===== config.mk =====
export PLATFORM = sky130hd
export DESIGN_NAME = analog_voter
export DESIGN_NICKNAME = d
export VERILOG_FILES = /design/src/hw/voter_pkg.sv /design/src/hw/analog_voter.sv /design/src/hw/discrepancy_filter.sv /design/src/hw/tick_divider.sv
export SDC_FILE = /design/constraint.sdc
export NUM_CORES = 2
export LEC_CHECK = 0
export BUFFER_PORTS_ARGS = -buffer_cell sky130_fd_sc_hd__buf_2
export CAP_MARGIN = 20
export CORE_MARGIN = 1.5
export CORE_UTILIZATION = 38
export CTS_CLUSTER_DIAMETER = 150
export DETAILED_ROUTE_END_ITERATION = 7
export PLACE_DENSITY = 0.62
export SYNTH_ARGS = -nofsm -noshare
export SYNTH_HDL_FRONTEND = slang
export SYNTH_HIERARCHICAL = 1
export SYNTH_SLANG_ARGS = --single-unit

===== constraint.sdc =====
create_clock -name clk -period 19.3 [get_ports clk]
set_clock_uncertainty 0.05 [all_clocks]
set_input_delay 3.86 -clock clk [delete_from_list [all_inputs] [get_ports clk]]
set_output_delay 3.86 -clock clk [all_outputs]
set_load 0.005 [all_outputs]

===== src/hw/voter_pkg.sv =====
// Shared types and constants of the redundant analog input voter
package voter_pkg;
	localparam int DATA_W = 16;
	localparam int NUM_CH = 4;
	localparam int NUM_IN = 3;
	localparam int PCT_W = 7;
	localparam int FILT_W = 16;
	// Filter time unit is one millisecond at the 25 MHz clock
	localparam int CLK_HZ = 25000000;
	localparam int TICK_MS = 1;
	localparam int TICK_CYCLES = CLK_HZ / 1000 * TICK_MS;
	localparam int PCT_FULL = 100;
	localparam logic [1:0] CNT_ZERO = 2'h0;
	localparam logic [1:0] CNT_ONE = 2'h1;
	localparam logic [1:0] CNT_TWO = 2'h2;
	localparam logic [1:0] CNT_THREE = 2'h3;

	typedef enum logic [1:0] {
		DEG_TO_ONE = 2'h0,
		DEG_TO_DEFAULT = 2'h1
	} degrade_t;

	typedef enum logic [1:0] {
		VOTE_NONE = 2'h0,
		VOTE_SINGLE = 2'h1,
		VOTE_MEAN = 2'h2,
		VOTE_MEDIAN = 2'h3
	} vote_mode_t;

	// Per-group configuration set by the application side
	typedef struct packed {
		logic [1:0] members;
		degrade_t degrade;
		logic [PCT_W-1:0] limitPct;
		logic [FILT_W-1:0] filterMs;
		logic signed [DATA_W-1:0] defaultValue;
		logic [NUM_CH-1:0] nonRedundant;
	} group_cfg_t;

	// Result of one channel
	typedef struct packed {
		logic signed [DATA_W-1:0] value;
		vote_mode_t mode;
		logic [NUM_IN-1:0] used;
	} vote_res_t;
endpackage : voter_pkg


===== src/hw/analog_voter.sv =====
// Redundant analog input voter for one group of input modules
// Summary of operation
// [RULE1] Only two- or three-member groups vote; other sizes pass inputs unvoted.
// [RULE2] With three inputs, each channel's result is the median value.
// [RULE3] Channel n result goes to voted output word n.
// [RULE4] Each module's raw channel value stays readable beside the vote.
// [RULE5] Inputs with discrepancy or module fault are excluded from the vote.
// [RULE6] Degrade per group: three, two, one, or three, two, default.
// [RULE7] Inputs deviating from the median (mean of inputs 0 and 1 in two-member groups) beyond the percentage limit are flagged.
// [RULE8] Discrepancy is reported only after persisting the filter time.
// [RULE9] Non-redundant channels bypass voting and pass module 0's input through.
// [RULE10] No autotest is applied to analog groups.
// [RULE11] Two valid inputs give their mean; one valid input passes directly.
module analog_voter #(
	parameter int NUM_CH = voter_pkg::NUM_CH,
	parameter int DATA_W = voter_pkg::DATA_W,
	parameter int TICK_CYCLES = voter_pkg::TICK_CYCLES
) (
	input wire logic clk,
	input wire logic arst_n,
	input wire voter_pkg::group_cfg_t cfg,
	input wire logic [voter_pkg::NUM_IN-1:0][NUM_CH-1:0][DATA_W-1:0] inValue,
	input wire logic [voter_pkg::NUM_IN-1:0] moduleFault,
	output voter_pkg::vote_res_t [NUM_CH-1:0] voted,
	output logic [voter_pkg::NUM_IN-1:0][NUM_CH-1:0][DATA_W-1:0] rawValue,
	output logic [voter_pkg::NUM_IN-1:0][NUM_CH-1:0] discrepant,
	output logic groupVoted
);
	localparam int NI = voter_pkg::NUM_IN;

	typedef struct packed {
		voter_pkg::vote_res_t [NUM_CH-1:0] voted;
		logic [NI-1:0][NUM_CH-1:0][DATA_W-1:0] raw;
		logic groupVoted;
	} state_t;

	logic [1:0] rstSync;
	logic rst_n;
	logic tick;
	logic [NI-1:0][NUM_CH-1:0] rawDisc;
	logic [NI-1:0][NUM_CH-1:0] filtDisc;
	state_t s;
	state_t next_s;

	always_ff @(posedge clk or negedge arst_n) begin
		if (!arst_n) begin
			rstSync <= 2'h0;
		end else begin
			rstSync <= {rstSync[0], 1'b1};
		end
	end
	assign rst_n = rstSync[1];

	function automatic logic signed [DATA_W-1:0] median3(
		input logic signed [DATA_W-1:0] a,
		input logic signed [DATA_W-1:0] b,
		input logic signed [DATA_W-1:0] c);
		logic signed [DATA_W-1:0] lo;
		logic signed [DATA_W-1:0] hi;
		lo = (a < b) ? a : b;
		hi = (a < b) ? b : a;
		if (c < lo) begin
			median3 = lo;
		end else if (c > hi) begin
			median3 = hi;
		end else begin
			median3 = c;
		end
	endfunction

	// Floor of the mean; one extra bit keeps the sum from wrapping
	function automatic logic signed [DATA_W-1:0] mean2(
		input logic signed [DATA_W-1:0] a,
		input logic signed [DATA_W-1:0] b);
		logic signed [DATA_W:0] sum;
		sum = {a[DATA_W-1], a} + {b[DATA_W-1], b};
		mean2 = sum[DATA_W:1];
	endfunction

	// True when |x - ref| * 100 exceeds |ref| * limit
	function automatic logic deviates(
		input logic signed [DATA_W-1:0] x,
		input logic signed [DATA_W-1:0] ref_v,
		input logic [voter_pkg::PCT_W-1:0] pct);
		logic signed [DATA_W+1:0] diff;
		logic [DATA_W+1:0] adiff;
		logic [DATA_W+1:0] aref;
		logic [DATA_W+15:0] lhs;
		logic [DATA_W+15:0] rhs;
		diff = (DATA_W+2)'(x) - (DATA_W+2)'(ref_v);
		adiff = diff[DATA_W+1] ? (DATA_W+2)'(-diff) : diff;
		aref = ref_v[DATA_W-1] ? (DATA_W+2)'(-(DATA_W+2)'(ref_v))
			: (DATA_W+2)'(ref_v);
		lhs = (DATA_W+16)'(adiff) * (DATA_W+16)'(voter_pkg::PCT_FULL);
		rhs = (DATA_W+16)'(aref) * (DATA_W+16)'(pct);
		deviates = lhs > rhs;
	endfunction

	// Analog groups get no autotest: the block has no stimulus path at all
	// RULE10
	tick_divider #(
		.CYCLES(TICK_CYCLES)
	) divider (
		.clk(clk),
		.rst_n(rst_n),
		.tick(tick)
	);

	logic isVoting;
	assign isVoting = (cfg.members == voter_pkg::CNT_TWO) ||
		(cfg.members == voter_pkg::CNT_THREE); // RULE1

	// Reference for discrepancy checks is the median of all three inputs, or the mean of inputs 0 and 1 below three members
	logic signed [NUM_CH-1:0][DATA_W-1:0] refValue;

	genvar gc;
	genvar gi;
	generate
		for (gc = 0; gc < NUM_CH; gc++) begin : g_ch
			always_comb begin
				if (cfg.members == voter_pkg::CNT_THREE) begin
					refValue[gc] = median3(inValue[0][gc], inValue[1][gc],
						inValue[2][gc]);
				end else begin
					refValue[gc] = mean2(inValue[0][gc], inValue[1][gc]);
				end
			end
			for (gi = 0; gi < NI; gi++) begin : g_in
				always_comb begin
					rawDisc[gi][gc] = isVoting && !cfg.nonRedundant[gc] &&
						(gi < int'(cfg.members)) &&
						deviates(inValue[gi][gc], refValue[gc],
						cfg.limitPct); // RULE7
				end
				discrepancy_filter #(
					.FILT_W(voter_pkg::FILT_W)
				) filt (
					.clk(clk),
					.rst_n(rst_n),
					.tick(tick),
					.raw(rawDisc[gi][gc]),
					.filterMs(cfg.filterMs),
					.flagged(filtDisc[gi][gc])
				);
			end
		end
	endgenerate

	always_comb begin
		logic [NI-1:0] ok;
		logic [1:0] cnt;
		logic signed [DATA_W-1:0] v0;
		logic signed [DATA_W-1:0] v1;
		ok = '0;
		cnt = voter_pkg::CNT_ZERO;
		v0 = '0;
		v1 = '0;
		next_s = s;
		next_s.raw = inValue; // RULE4
		next_s.groupVoted = isVoting;
		for (int c = 0; c < NUM_CH; c++) begin
			for (int i = 0; i < NI; i++) begin
				ok[i] = (i < int'(cfg.members)) && !moduleFault[i] &&
					!filtDisc[i][c]; // RULE5
			end
			cnt = 2'(ok[0]) + 2'(ok[1]) + 2'(ok[2]);
			// Lowest-numbered valid inputs feed the mean and the single pass
			v0 = ok[0] ? inValue[0][c] : (ok[1] ? inValue[1][c]
				: inValue[2][c]);
			v1 = ok[2] ? inValue[2][c] : inValue[1][c];
			next_s.voted[c].used = ok;
			if (!isVoting || cfg.nonRedundant[c]) begin
				// Unvoted channels pass the first module's value through
				next_s.voted[c].value = inValue[0][c]; // RULE9
				next_s.voted[c].mode = voter_pkg::VOTE_NONE; // RULE1
				next_s.voted[c].used = '0;
			end else if (cnt == voter_pkg::CNT_THREE) begin
				next_s.voted[c].value = median3(inValue[0][c],
					inValue[1][c], inValue[2][c]); // RULE2
				next_s.voted[c].mode = voter_pkg::VOTE_MEDIAN;
			end else if (cnt == voter_pkg::CNT_TWO) begin
				next_s.voted[c].value = mean2(v0, v1); // RULE11
				next_s.voted[c].mode = voter_pkg::VOTE_MEAN;
			end else if (cnt == voter_pkg::CNT_ONE &&
				cfg.degrade == voter_pkg::DEG_TO_ONE) begin
				next_s.voted[c].value = v0; // RULE6 RULE11
				next_s.voted[c].mode = voter_pkg::VOTE_SINGLE;
			end else begin
				next_s.voted[c].value = cfg.defaultValue; // RULE6
				next_s.voted[c].mode = voter_pkg::VOTE_NONE;
			end
		end
	end

	always_ff @(posedge clk or negedge rst_n) begin
		if (!rst_n) begin
			s <= '0;
		end else begin
			s <= next_s;
		end
	end

	assign voted = s.voted; // RULE3
	assign rawValue = s.raw;
	assign discrepant = filtDisc;
	assign groupVoted = s.groupVoted;

	median_pick_a: assert property (@(posedge clk) disable iff (!rst_n)
		(isVoting && !cfg.nonRedundant[0] && moduleFault == '0 &&
		filtDisc[2:0] == '0 && cfg.members == voter_pkg::CNT_THREE)
		|=> voted[0].value == median3($past(inValue[0][0]),
		$past(inValue[1][0]), $past(inValue[2][0])))
		else $error("median not selected"); // RULE2
	group_size_a: assert property (@(posedge clk) disable iff (!rst_n)
		!isVoting |=> voted[0].mode == voter_pkg::VOTE_NONE && !groupVoted)
		else $error("odd group size was voted"); // RULE1
	raw_keep_a: assert property (@(posedge clk) disable iff (!rst_n)
		1'b1 |=> rawValue == $past(inValue))
		else $error("raw value not kept"); // RULE4
	fault_excl_a: assert property (@(posedge clk) disable iff (!rst_n)
		moduleFault[1] |=> !voted[0].used[1])
		else $error("faulty input used in vote"); // RULE5
	default_val_a: assert property (@(posedge clk) disable iff (!rst_n)
		(isVoting && !cfg.nonRedundant[0] && moduleFault == 3'h7 &&
		cfg.degrade == voter_pkg::DEG_TO_DEFAULT)
		|=> voted[0].value == $past(cfg.defaultValue))
		else $error("default value not applied"); // RULE6
	bypass_ch_a: assert property (@(posedge clk) disable iff (!rst_n)
		cfg.nonRedundant[1] |=> voted[1].value == $past(inValue[0][1]))
		else $error("non-redundant channel was voted"); // RULE9
	mean_two_a: assert property (@(posedge clk) disable iff (!rst_n)
		(isVoting && !cfg.nonRedundant[0] && moduleFault == 3'h4 &&
		cfg.members == voter_pkg::CNT_THREE && filtDisc[1:0] == '0)
		|=> voted[0].value == mean2($past(inValue[0][0]),
		$past(inValue[1][0])))
		else $error("two-input mean wrong"); // RULE11
	disc_check_a: assert property (@(posedge clk) disable iff (!rst_n)
		rawDisc[0][0] |-> isVoting && !cfg.nonRedundant[0])
		else $error("discrepancy on unvoted channel"); // RULE7
	// Degradation steps are checked on channel 0; the word map on all
	disc_excl_a: assert property (@(posedge clk) disable iff (!rst_n)
		filtDisc[2][0] |=> !voted[0].used[2])
		else $error("discrepant input used in vote"); // RULE5
	member_limit_a: assert property (@(posedge clk) disable iff (!rst_n)
		cfg.members == voter_pkg::CNT_TWO |=> !voted[0].used[2])
		else $error("input beyond group size used"); // RULE1
	group_flag_a: assert property (@(posedge clk) disable iff (!rst_n)
		isVoting |=> groupVoted)
		else $error("voting group not reported"); // RULE1
	median_used_a: assert property (@(posedge clk) disable iff (!rst_n)
		voted[0].mode == voter_pkg::VOTE_MEDIAN |-> voted[0].used == '1)
		else $error("median formed without all inputs"); // RULE2
	single_pass_a: assert property (@(posedge clk) disable iff (!rst_n)
		(isVoting && !cfg.nonRedundant[0] && moduleFault == 3'h3 &&
		cfg.members == voter_pkg::CNT_THREE && !filtDisc[2][0] &&
		cfg.degrade == voter_pkg::DEG_TO_ONE)
		|=> voted[0].value == $past(inValue[2][0]) &&
		voted[0].mode == voter_pkg::VOTE_SINGLE)
		else $error("single remaining input not passed"); // RULE6
	default_two_a: assert property (@(posedge clk) disable iff (!rst_n)
		(isVoting && !cfg.nonRedundant[0] && moduleFault == 3'h6 &&
		cfg.members == voter_pkg::CNT_THREE &&
		cfg.degrade == voter_pkg::DEG_TO_DEFAULT)
		|=> voted[0].value == $past(cfg.defaultValue))
		else $error("default not applied below two inputs"); // RULE6
	mean_members_a: assert property (@(posedge clk) disable iff (!rst_n)
		(!cfg.nonRedundant[0] && moduleFault == '0 &&
		cfg.members == voter_pkg::CNT_TWO && filtDisc[1:0] == '0)
		|=> voted[0].value == mean2($past(inValue[0][0]),
		$past(inValue[1][0])) && voted[0].mode == voter_pkg::VOTE_MEAN)
		else $error("two-member mean wrong"); // RULE11
	disc_unvoted_a: assert property (@(posedge clk) disable iff (!rst_n)
		!isVoting |=> discrepant == '0)
		else $error("discrepancy flagged in unvoted group"); // RULE1
	bypass_used_a: assert property (@(posedge clk) disable iff (!rst_n)
		cfg.nonRedundant[2] |=> voted[2].used == '0 &&
		voted[2].mode == voter_pkg::VOTE_NONE)
		else $error("non-redundant channel marked as voted"); // RULE9

	// Word map and unvoted pass-through hold for every channel
	generate
		for (gc = 0; gc < NUM_CH; gc++) begin : g_chk
			word_map_a: assert property (@(posedge clk) disable iff (!rst_n)
				(!cfg.nonRedundant[gc] && moduleFault == '0 &&
				filtDisc == '0 && cfg.members == voter_pkg::CNT_THREE)
				|=> voted[gc].value == median3($past(inValue[0][gc]),
				$past(inValue[1][gc]), $past(inValue[2][gc])))
				else $error("channel result in wrong word"); // RULE3
			pass_word_a: assert property (@(posedge clk) disable iff (!rst_n)
				!isVoting |=> voted[gc].value == $past(inValue[0][gc]) &&
				voted[gc].used == '0)
				else $error("unvoted channel not passed through"); // RULE1
		end
	endgenerate

	median_cov: cover property (@(posedge clk) disable iff (!rst_n)
		voted[0].mode == voter_pkg::VOTE_MEDIAN);
	mean_cov: cover property (@(posedge clk) disable iff (!rst_n)
		voted[0].mode == voter_pkg::VOTE_MEAN);
	single_cov: cover property (@(posedge clk) disable iff (!rst_n)
		voted[0].mode == voter_pkg::VOTE_SINGLE);
	disc_cov: cover property (@(posedge clk) disable iff (!rst_n)
		$rose(discrepant[0][0]));
	default_cov: cover property (@(posedge clk) disable iff (!rst_n)
		voted[0].mode == voter_pkg::VOTE_NONE && groupVoted);
endmodule // analog_voter


===== src/hw/discrepancy_filter.sv =====
// Persistence filter for one input's discrepancy condition
module discrepancy_filter #(
	parameter int FILT_W = voter_pkg::FILT_W
) (
	input wire logic clk,
	input wire logic rst_n,
	input wire logic tick,
	input wire logic raw,
	input wire logic [FILT_W-1:0] filterMs,
	output logic flagged
);
	typedef struct packed {
		logic [FILT_W-1:0] elapsed;
		logic flagged;
	} state_t;
	state_t s;
	state_t next_s;

	always_comb begin
		next_s = s;
		if (!raw) begin
			// Any gap in the condition restarts the wait
			next_s.elapsed = '0;
			next_s.flagged = 1'b0;
		end else if (s.elapsed >= filterMs) begin
			next_s.flagged = 1'b1; // RULE8
		end else if (tick) begin
			next_s.elapsed = s.elapsed + 1'b1;
		end
	end

	always_ff @(posedge clk or negedge rst_n) begin
		if (!rst_n) begin
			s <= '0;
		end else begin
			s <= next_s;
		end
	end

	assign flagged = s.flagged;

	filter_hold_a: assert property (@(posedge clk) disable iff (!rst_n)
		$rose(flagged) |-> $past(raw) && $past(s.elapsed) >= $past(filterMs))
		else $error("flag raised before filter time elapsed"); // RULE8
	filter_drop_a: assert property (@(posedge clk) disable iff (!rst_n)
		!raw |=> !flagged)
		else $error("flag kept after condition cleared"); // RULE8
endmodule // discrepancy_filter


===== src/hw/tick_divider.sv =====
// Millisecond enable pulse for the discrepancy filters
module tick_divider #(
	parameter int CYCLES = voter_pkg::TICK_CYCLES
) (
	input wire logic clk,
	input wire logic rst_n,
	output logic tick
);
	typedef struct packed {
		logic [31:0] count;
		logic tick;
	} state_t;
	state_t s;
	state_t next_s;

	always_comb begin
		next_s = s;
		next_s.tick = 1'b0;
		if (s.count == 32'(CYCLES - 1)) begin
			next_s.count = 32'h0;
			next_s.tick = 1'b1;
		end else begin
			next_s.count = s.count + 32'h1;
		end
	end

	always_ff @(posedge clk or negedge rst_n) begin
		if (!rst_n) begin
			s <= '0;
		end else begin
			s <= next_s;
		end
	end

	assign tick = s.tick;

	tick_period_a: assert property (@(posedge clk) disable iff (!rst_n)
		tick |-> ##1 !tick)
		else $error("tick lasted more than one cycle");
endmodule // tick_divider


-- Yosys cells after proc, flatten, opt, wreduce, memory -nomap -nowiden
Index checks and enable logic that the tools add are counted.
W data, S select, Z words.
- register bits: 516
- bits of input ports: 244
- word-level logic and storage cells: 418
- equal/unequal tests: 51
- multipliers: 16
- muxes and demuxes: 118
- add/subtract/negate cells: 57
- $lt $le $gt $ge: 39
- reductions and logical operators: 85
- operators by type and width (operator ; count):
    $mux W16 ; 56
    $mux W18 ; 32
    $gt A25 B25 Y1 ; 12
    $mul A18 B5 Y23 const B ; 12
    $neg A17 Y18 ; 12
    $mux W17 ; 12
    $sub A16 B16 Y17 ; 12
    $add A16 B1 Y16 const B ; 12
    $ge A16 B16 Y1 ; 12
    $add A16 B16 Y17 ; 8
    $lt A16 B16 Y1 ; 8
    $mul A18 B7 Y25 ; 4
    $ne A2 B2 Y1 const B ; 36
    $neg A16 Y18 ; 4
    $gt A16 B16 Y1 ; 4
    $logic_and A1 B1 Y1 ; 47
    $add A32 B1 Y32 const B ; 1
    $eq A32 B15 Y1 const B ; 1
    $mux W32 ; 1
    $reduce_and A2 Y1 ; 12
    $eq A2 B2 Y1 const B ; 10
    $logic_not A1 Y1 ; 20
    $mux W1 ; 13
    $mux W3 ; 4
    other kinds (7) ; 21

-- Depth between registers and ports, before layout
- depth in word-level cells: 14
- gate-level depth with buffers: 80
- depth with buffers taken out: 74

-- Modules after synthesis
Netlist, hierarchy kept.
- by module, submodules not included (module ; instances ; sequential area each (µm²) ; area an instance (µm²) ; cells each):
    analog_voter ; 1 ; 6981.7 ; 83070.9 ; 10527
    discrepancy_filter ; 12 ; 425.4 ; 1352.5 ; 150
    tick_divider ; 1 ; 825.8 ; 1592.8 ; 140

-- Least setup slack after synthesis
OpenSTA, ideal clock, no wires.
- kind: input-to-reg
- start: input port inValue[81] in the netlist's numbering
- end: register g_ch[1].g_in[0].filt/s[13] in the netlist's numbering
- stages: 76
- setup time: 0.064 ns
- path slack: -0.682 ns
- arrival: 19.868 ns
- required time: 19.186 ns
- cell sequence: clkbuf_1 inv_1 ha_1 a2111oi_2 o32ai_2 o21ai_0 and2_1 buf_4 buf_2 buf_1 clkbuf_1 clkbuf_1 mux2i_1 ha_1 nand4_1 or2_2 or3_1 or4_1 [40 not listed] o21ai_0 a21boi_0 o21ai_0 nand2b_1 a21o_1 a21oi_1 xnor2_1 ha_1 nand4_1 nor4_1 o21ai_0 nand2_1 nor3_1 a311oi_1 nand2_1 nand4b_2 nor3_1 a211o_1
- RTL lines (item ; line ; text):
    start: declaration ; analog_voter.sv:22 ; input wire logic [voter_pkg::NUM_IN-1:0][NUM_CH-1:0][DATA_W-1:0] inValue,
    end signal: assignment ; discrepancy_filter.sv:36 ; s <= next_s;
    end: declaration ; discrepancy_filter.sv:16 ; state_t s;

==> flow_metrics.env <==
export IMPL_core_rowCount=188
export IMPL_wl_per_cell_um=22.02
export IMPL_critPathMaxFanout=10
export IMPL_ant_nets=0
export IMPL_insertion_delay_ns=0.85
export IMPL_gp_congestion=1.005
export IMPL_dr_pass1_iters=8
export IMPL_initial_core_util_pct=38.33
export IMPL_timing_fmax_mhz=54.62
export IMPL_period_share_pct=94.86
export IMPL_grt_pass1_wl_mm=562.4
export IMPL_dr_wl_met2_mm=162.1
export IMPL_numCtsBuffers=73
export IMPL_root_buffer="clkbuf_16"
export IMPL_area_growth_pct=13.24
export IMPL_drive_above_1_share_pct=11.28
export IMPL_die_x_um=518.3
export IMPL_crit_path_max_incr_delay_ns=0.61
export IMPL_relSlewSlack_pct=24.78
export IMPL_finalSetupTns_ns=0
export IMPL_yosysSeqAreaShare_pct=12.80
export IMPL_hold_viol=0
export IMPL_syn_avg_cell_area_sq_um=8.093
export IMPL_yosysUniqueCellTypes=119
export IMPL_synth_top_area_share_pct=22.31
export IMPL_hpwlAfterDp_mm=307.0
export IMPL_io_buffers=532
export IMPL_ff2ff_path_depth=24
export IMPL_cts_tree="done"
export IMPL_via_per_inst=5.505
export IMPL_worstSetupStartpointType="primary input"
export IMPL_final_cell_mix="ha_1, inv_1, nand2_1"
export IMPL_die_area_sq_um=268600
export IMPL_syn_cell_area_sq_um=100900
export IMPL_synth_async_reset_ratio_pct=100.0
export IMPL_slowest_stage="nor4_1"
export IMPL_topRoutingLayerUsed="met5"
export IMPL_clock_path_buffers=4
export IMPL_htree_levels=3
export IMPL_grt_pass1_vias=89530
export IMPL_die_y_um=518.3
export IMPL_run_status="finished, final reports clean"
export IMPL_hold_class="reg2async"
export IMPL_synthCells=12470
export IMPL_startpoint="inValue[99]"
export IMPL_tightest_slew_ns=1.120
export IMPL_detailroute_via_count=93540
export IMPL_gr_total_overflow=0
export IMPL_grt_setup_unrepaired="false"
export IMPL_grt_usage_pct=27.23
export IMPL_yosysWarnings=6
export IMPL_crit_path_end_kind="flop"
export IMPL_clock_sinks=516
export IMPL_fillers=26500
export IMPL_crit_type="in2reg"
export IMPL_synth_edf_count=0
export IMPL_ys_ff_latch=516
export IMPL_io_pins=533
export IMPL_drt_drc_violations_left=0
export IMPL_grt_max_degree=147
export IMPL_min_period_ns=18.31
export IMPL_max_cap_violations=0
export IMPL_r2r_end="voted[18]"
export IMPL_finalMaxSlewViolations=0
export IMPL_clk_pin_slew_ns=0.07
export IMPL_routed_wl_mm=374.1
export IMPL_arrival_ns=18.96
export IMPL_met1_length_mm=166.6
export IMPL_synth_main_ff_cell="dfrtp_1"
export IMPL_reg2reg_from="g_ch[0].g_in[2].filt/flagged"
export IMPL_first_iter_violations=7433
export IMPL_yosys_top_cells_area="ha_1, dfrtp_1, fa_1, inv_1, xnor2_1"
export IMPL_setup_violations=0
export IMPL_mostFrequentLayoutCell="ha_1"
export IMPL_antenna_found_initial=34
export IMPL_worst_r2r_setup_slack_ns=12.60
export IMPL_wl_met3_mm=28.16
export IMPL_core_sq_um=263200
export IMPL_nNetsFinal=15930
export IMPL_required_ns=19.95
export IMPL_yosysTopAreaCell="ha_1"
[cells in the mapped netlist (all sizes together) (24+ instances only)]
| cell type | count |
|---|---|
| nand4 | 166 |
| a2111oi | 28 |
| nand3 | 216 |
| a211o | 26 |
| mux2 | 61 |
| o311ai | 107 |
| o31ai | 151 |
| or3 | 80 |
| a21o | 161 |
| and2 | 304 |
| o21bai | 60 |
| o21a | 54 |
| and4 | 64 |
| a31oi | 108 |
| inv | 1709 |
| a211oi | 81 |
| or4 | 44 |
| a221o | 35 |
| a21boi | 173 |
| xor2 | 266 |
| a31o | 25 |
| and3 | 87 |
| o211ai | 74 |
| mux2i | 186 |
| nand2b | 203 |
| nand2 | 983 |
| fa | 484 |
| clkbuf | 275 |
| o21ai | 839 |
| dfrtp | 516 |
| buf | 54 |
| xnor2 | 662 |
| nor2 | 703 |
| maj3 | 40 |
| a21oi | 672 |
| or2 | 42 |
| o41ai | 24 |
| nor4 | 61 |
| ha | 1799 |
| nor3 | 190 |
| nor2b | 292 |
[worst max-delay path, delay by kind of cell]
family | cells | cell delay [ns]
xor+xnor | 2 | 0.25
simple gates | 19 | 3.99
fa+ha+maj | 10 | 3.01
compound gates | 31 | 6.47
mux | 1 | 0.29
buf+inv | 8 | 1.02
[cell type report]
| class | instances | area (sq um) | area share (%) |
|---|---|---|---|
| multi-input cells | 9991 | 80970 | 70.87 |
| flip-flops and latches | 516 | 12920 | 11.31 |
| repair buffers | 1095 | 6939 | 6.074 |
| inverters | 1725 | 6475 | 5.667 |
| well taps | 3515 | 4398 | 3.849 |
| clock buffers | 90 | 2002 | 1.752 |
| clock inverters | 37 | 498.0 | 0.4359 |
| diodes | 22 | 55.05 | 0.04818 |
[stage by stage]
stage	worst slack, ns	util [%]	hold WS [ns]	cells	instance area (sq um)
5_1_grt	0.03022	43.39	0.2170	16980	114200
4_1_cts	0.5518	43.30	0.1883	16960	114000
6_report	0.9914	43.41	0.1900	16990	114300
3_3_place_gp	-0.1600	42.35	0.2474	16840	111500
3_5_place_dp	-0.1181	42.35	0.2656	16840	111500
2_1_floorplan	0.07689	-	0.2812	12560	101300
[flip-flops by register name, indices dropped and copies added, names as in the netlist]
name / flops
divider/s: 32
divider/tick: 1
g_ch.g_in.filt/flagged: 12
g_ch.g_in.filt/s: 192
groupVoted: 1
rawValue: 192
rstSync: 2
voted: 84
[how the worst max path moves through the flow]
stage,to,slack (ns),depth (start not counted)
global placement,g_ch[2].g_in[2].filt/s[13],-0.16,72
global route,g_ch[0].g_in[0].filt/s[9],0.03,72
CTS,g_ch[2].g_in[2].filt/s[13],0.55,72
finish,g_ch[2].g_in[2].filt/s[13],0.99,71
floorplan,g_ch[1].g_in[0].filt/s[13],0.08,76
detailed placement,g_ch[2].g_in[2].filt/s[13],-0.12,72
[per-layer routing]
| layer | vias up | global-route usage (%) |
|---|---|---|
| li1 | 45160 | - |
| met1 | 44400 | 37.24 |
| met2 | 3339 | 42.87 |
| met3 | 629 | 4.193 |
| met4 | 16 | 10.45 |
| met5 | - | 0 |
[kinds of logic (layout without fill, tap and decap cells)]
kind of cell / count (synthesis) / in the layout / share of synthesized area, %
flops: 516 / 516 / 12.80
mux: 248 / 248 / 2.548
buf+inv: 2054 / 2947 / 7.678
compound gates: 2872 / 2872 / 18.59
other cells: 2 / 115 / 0.007443
xor+xnor: 928 / 928 / 8.056
fa+ha+maj: 2323 / 2323 / 32.31
simple gates: 3524 / 3527 / 18.01
[repair_timing]
item / 4_1_cts / 5_1_grt
gates resized for setup: 0 / 42
setup buffers: 0 / 1
hold buffers: 0 / 0
setup endpoints to repair: 0 / 178
Power is not shown: default switching activity piles up to over one toggle a cycle in this logic, so the estimate is an artifact.
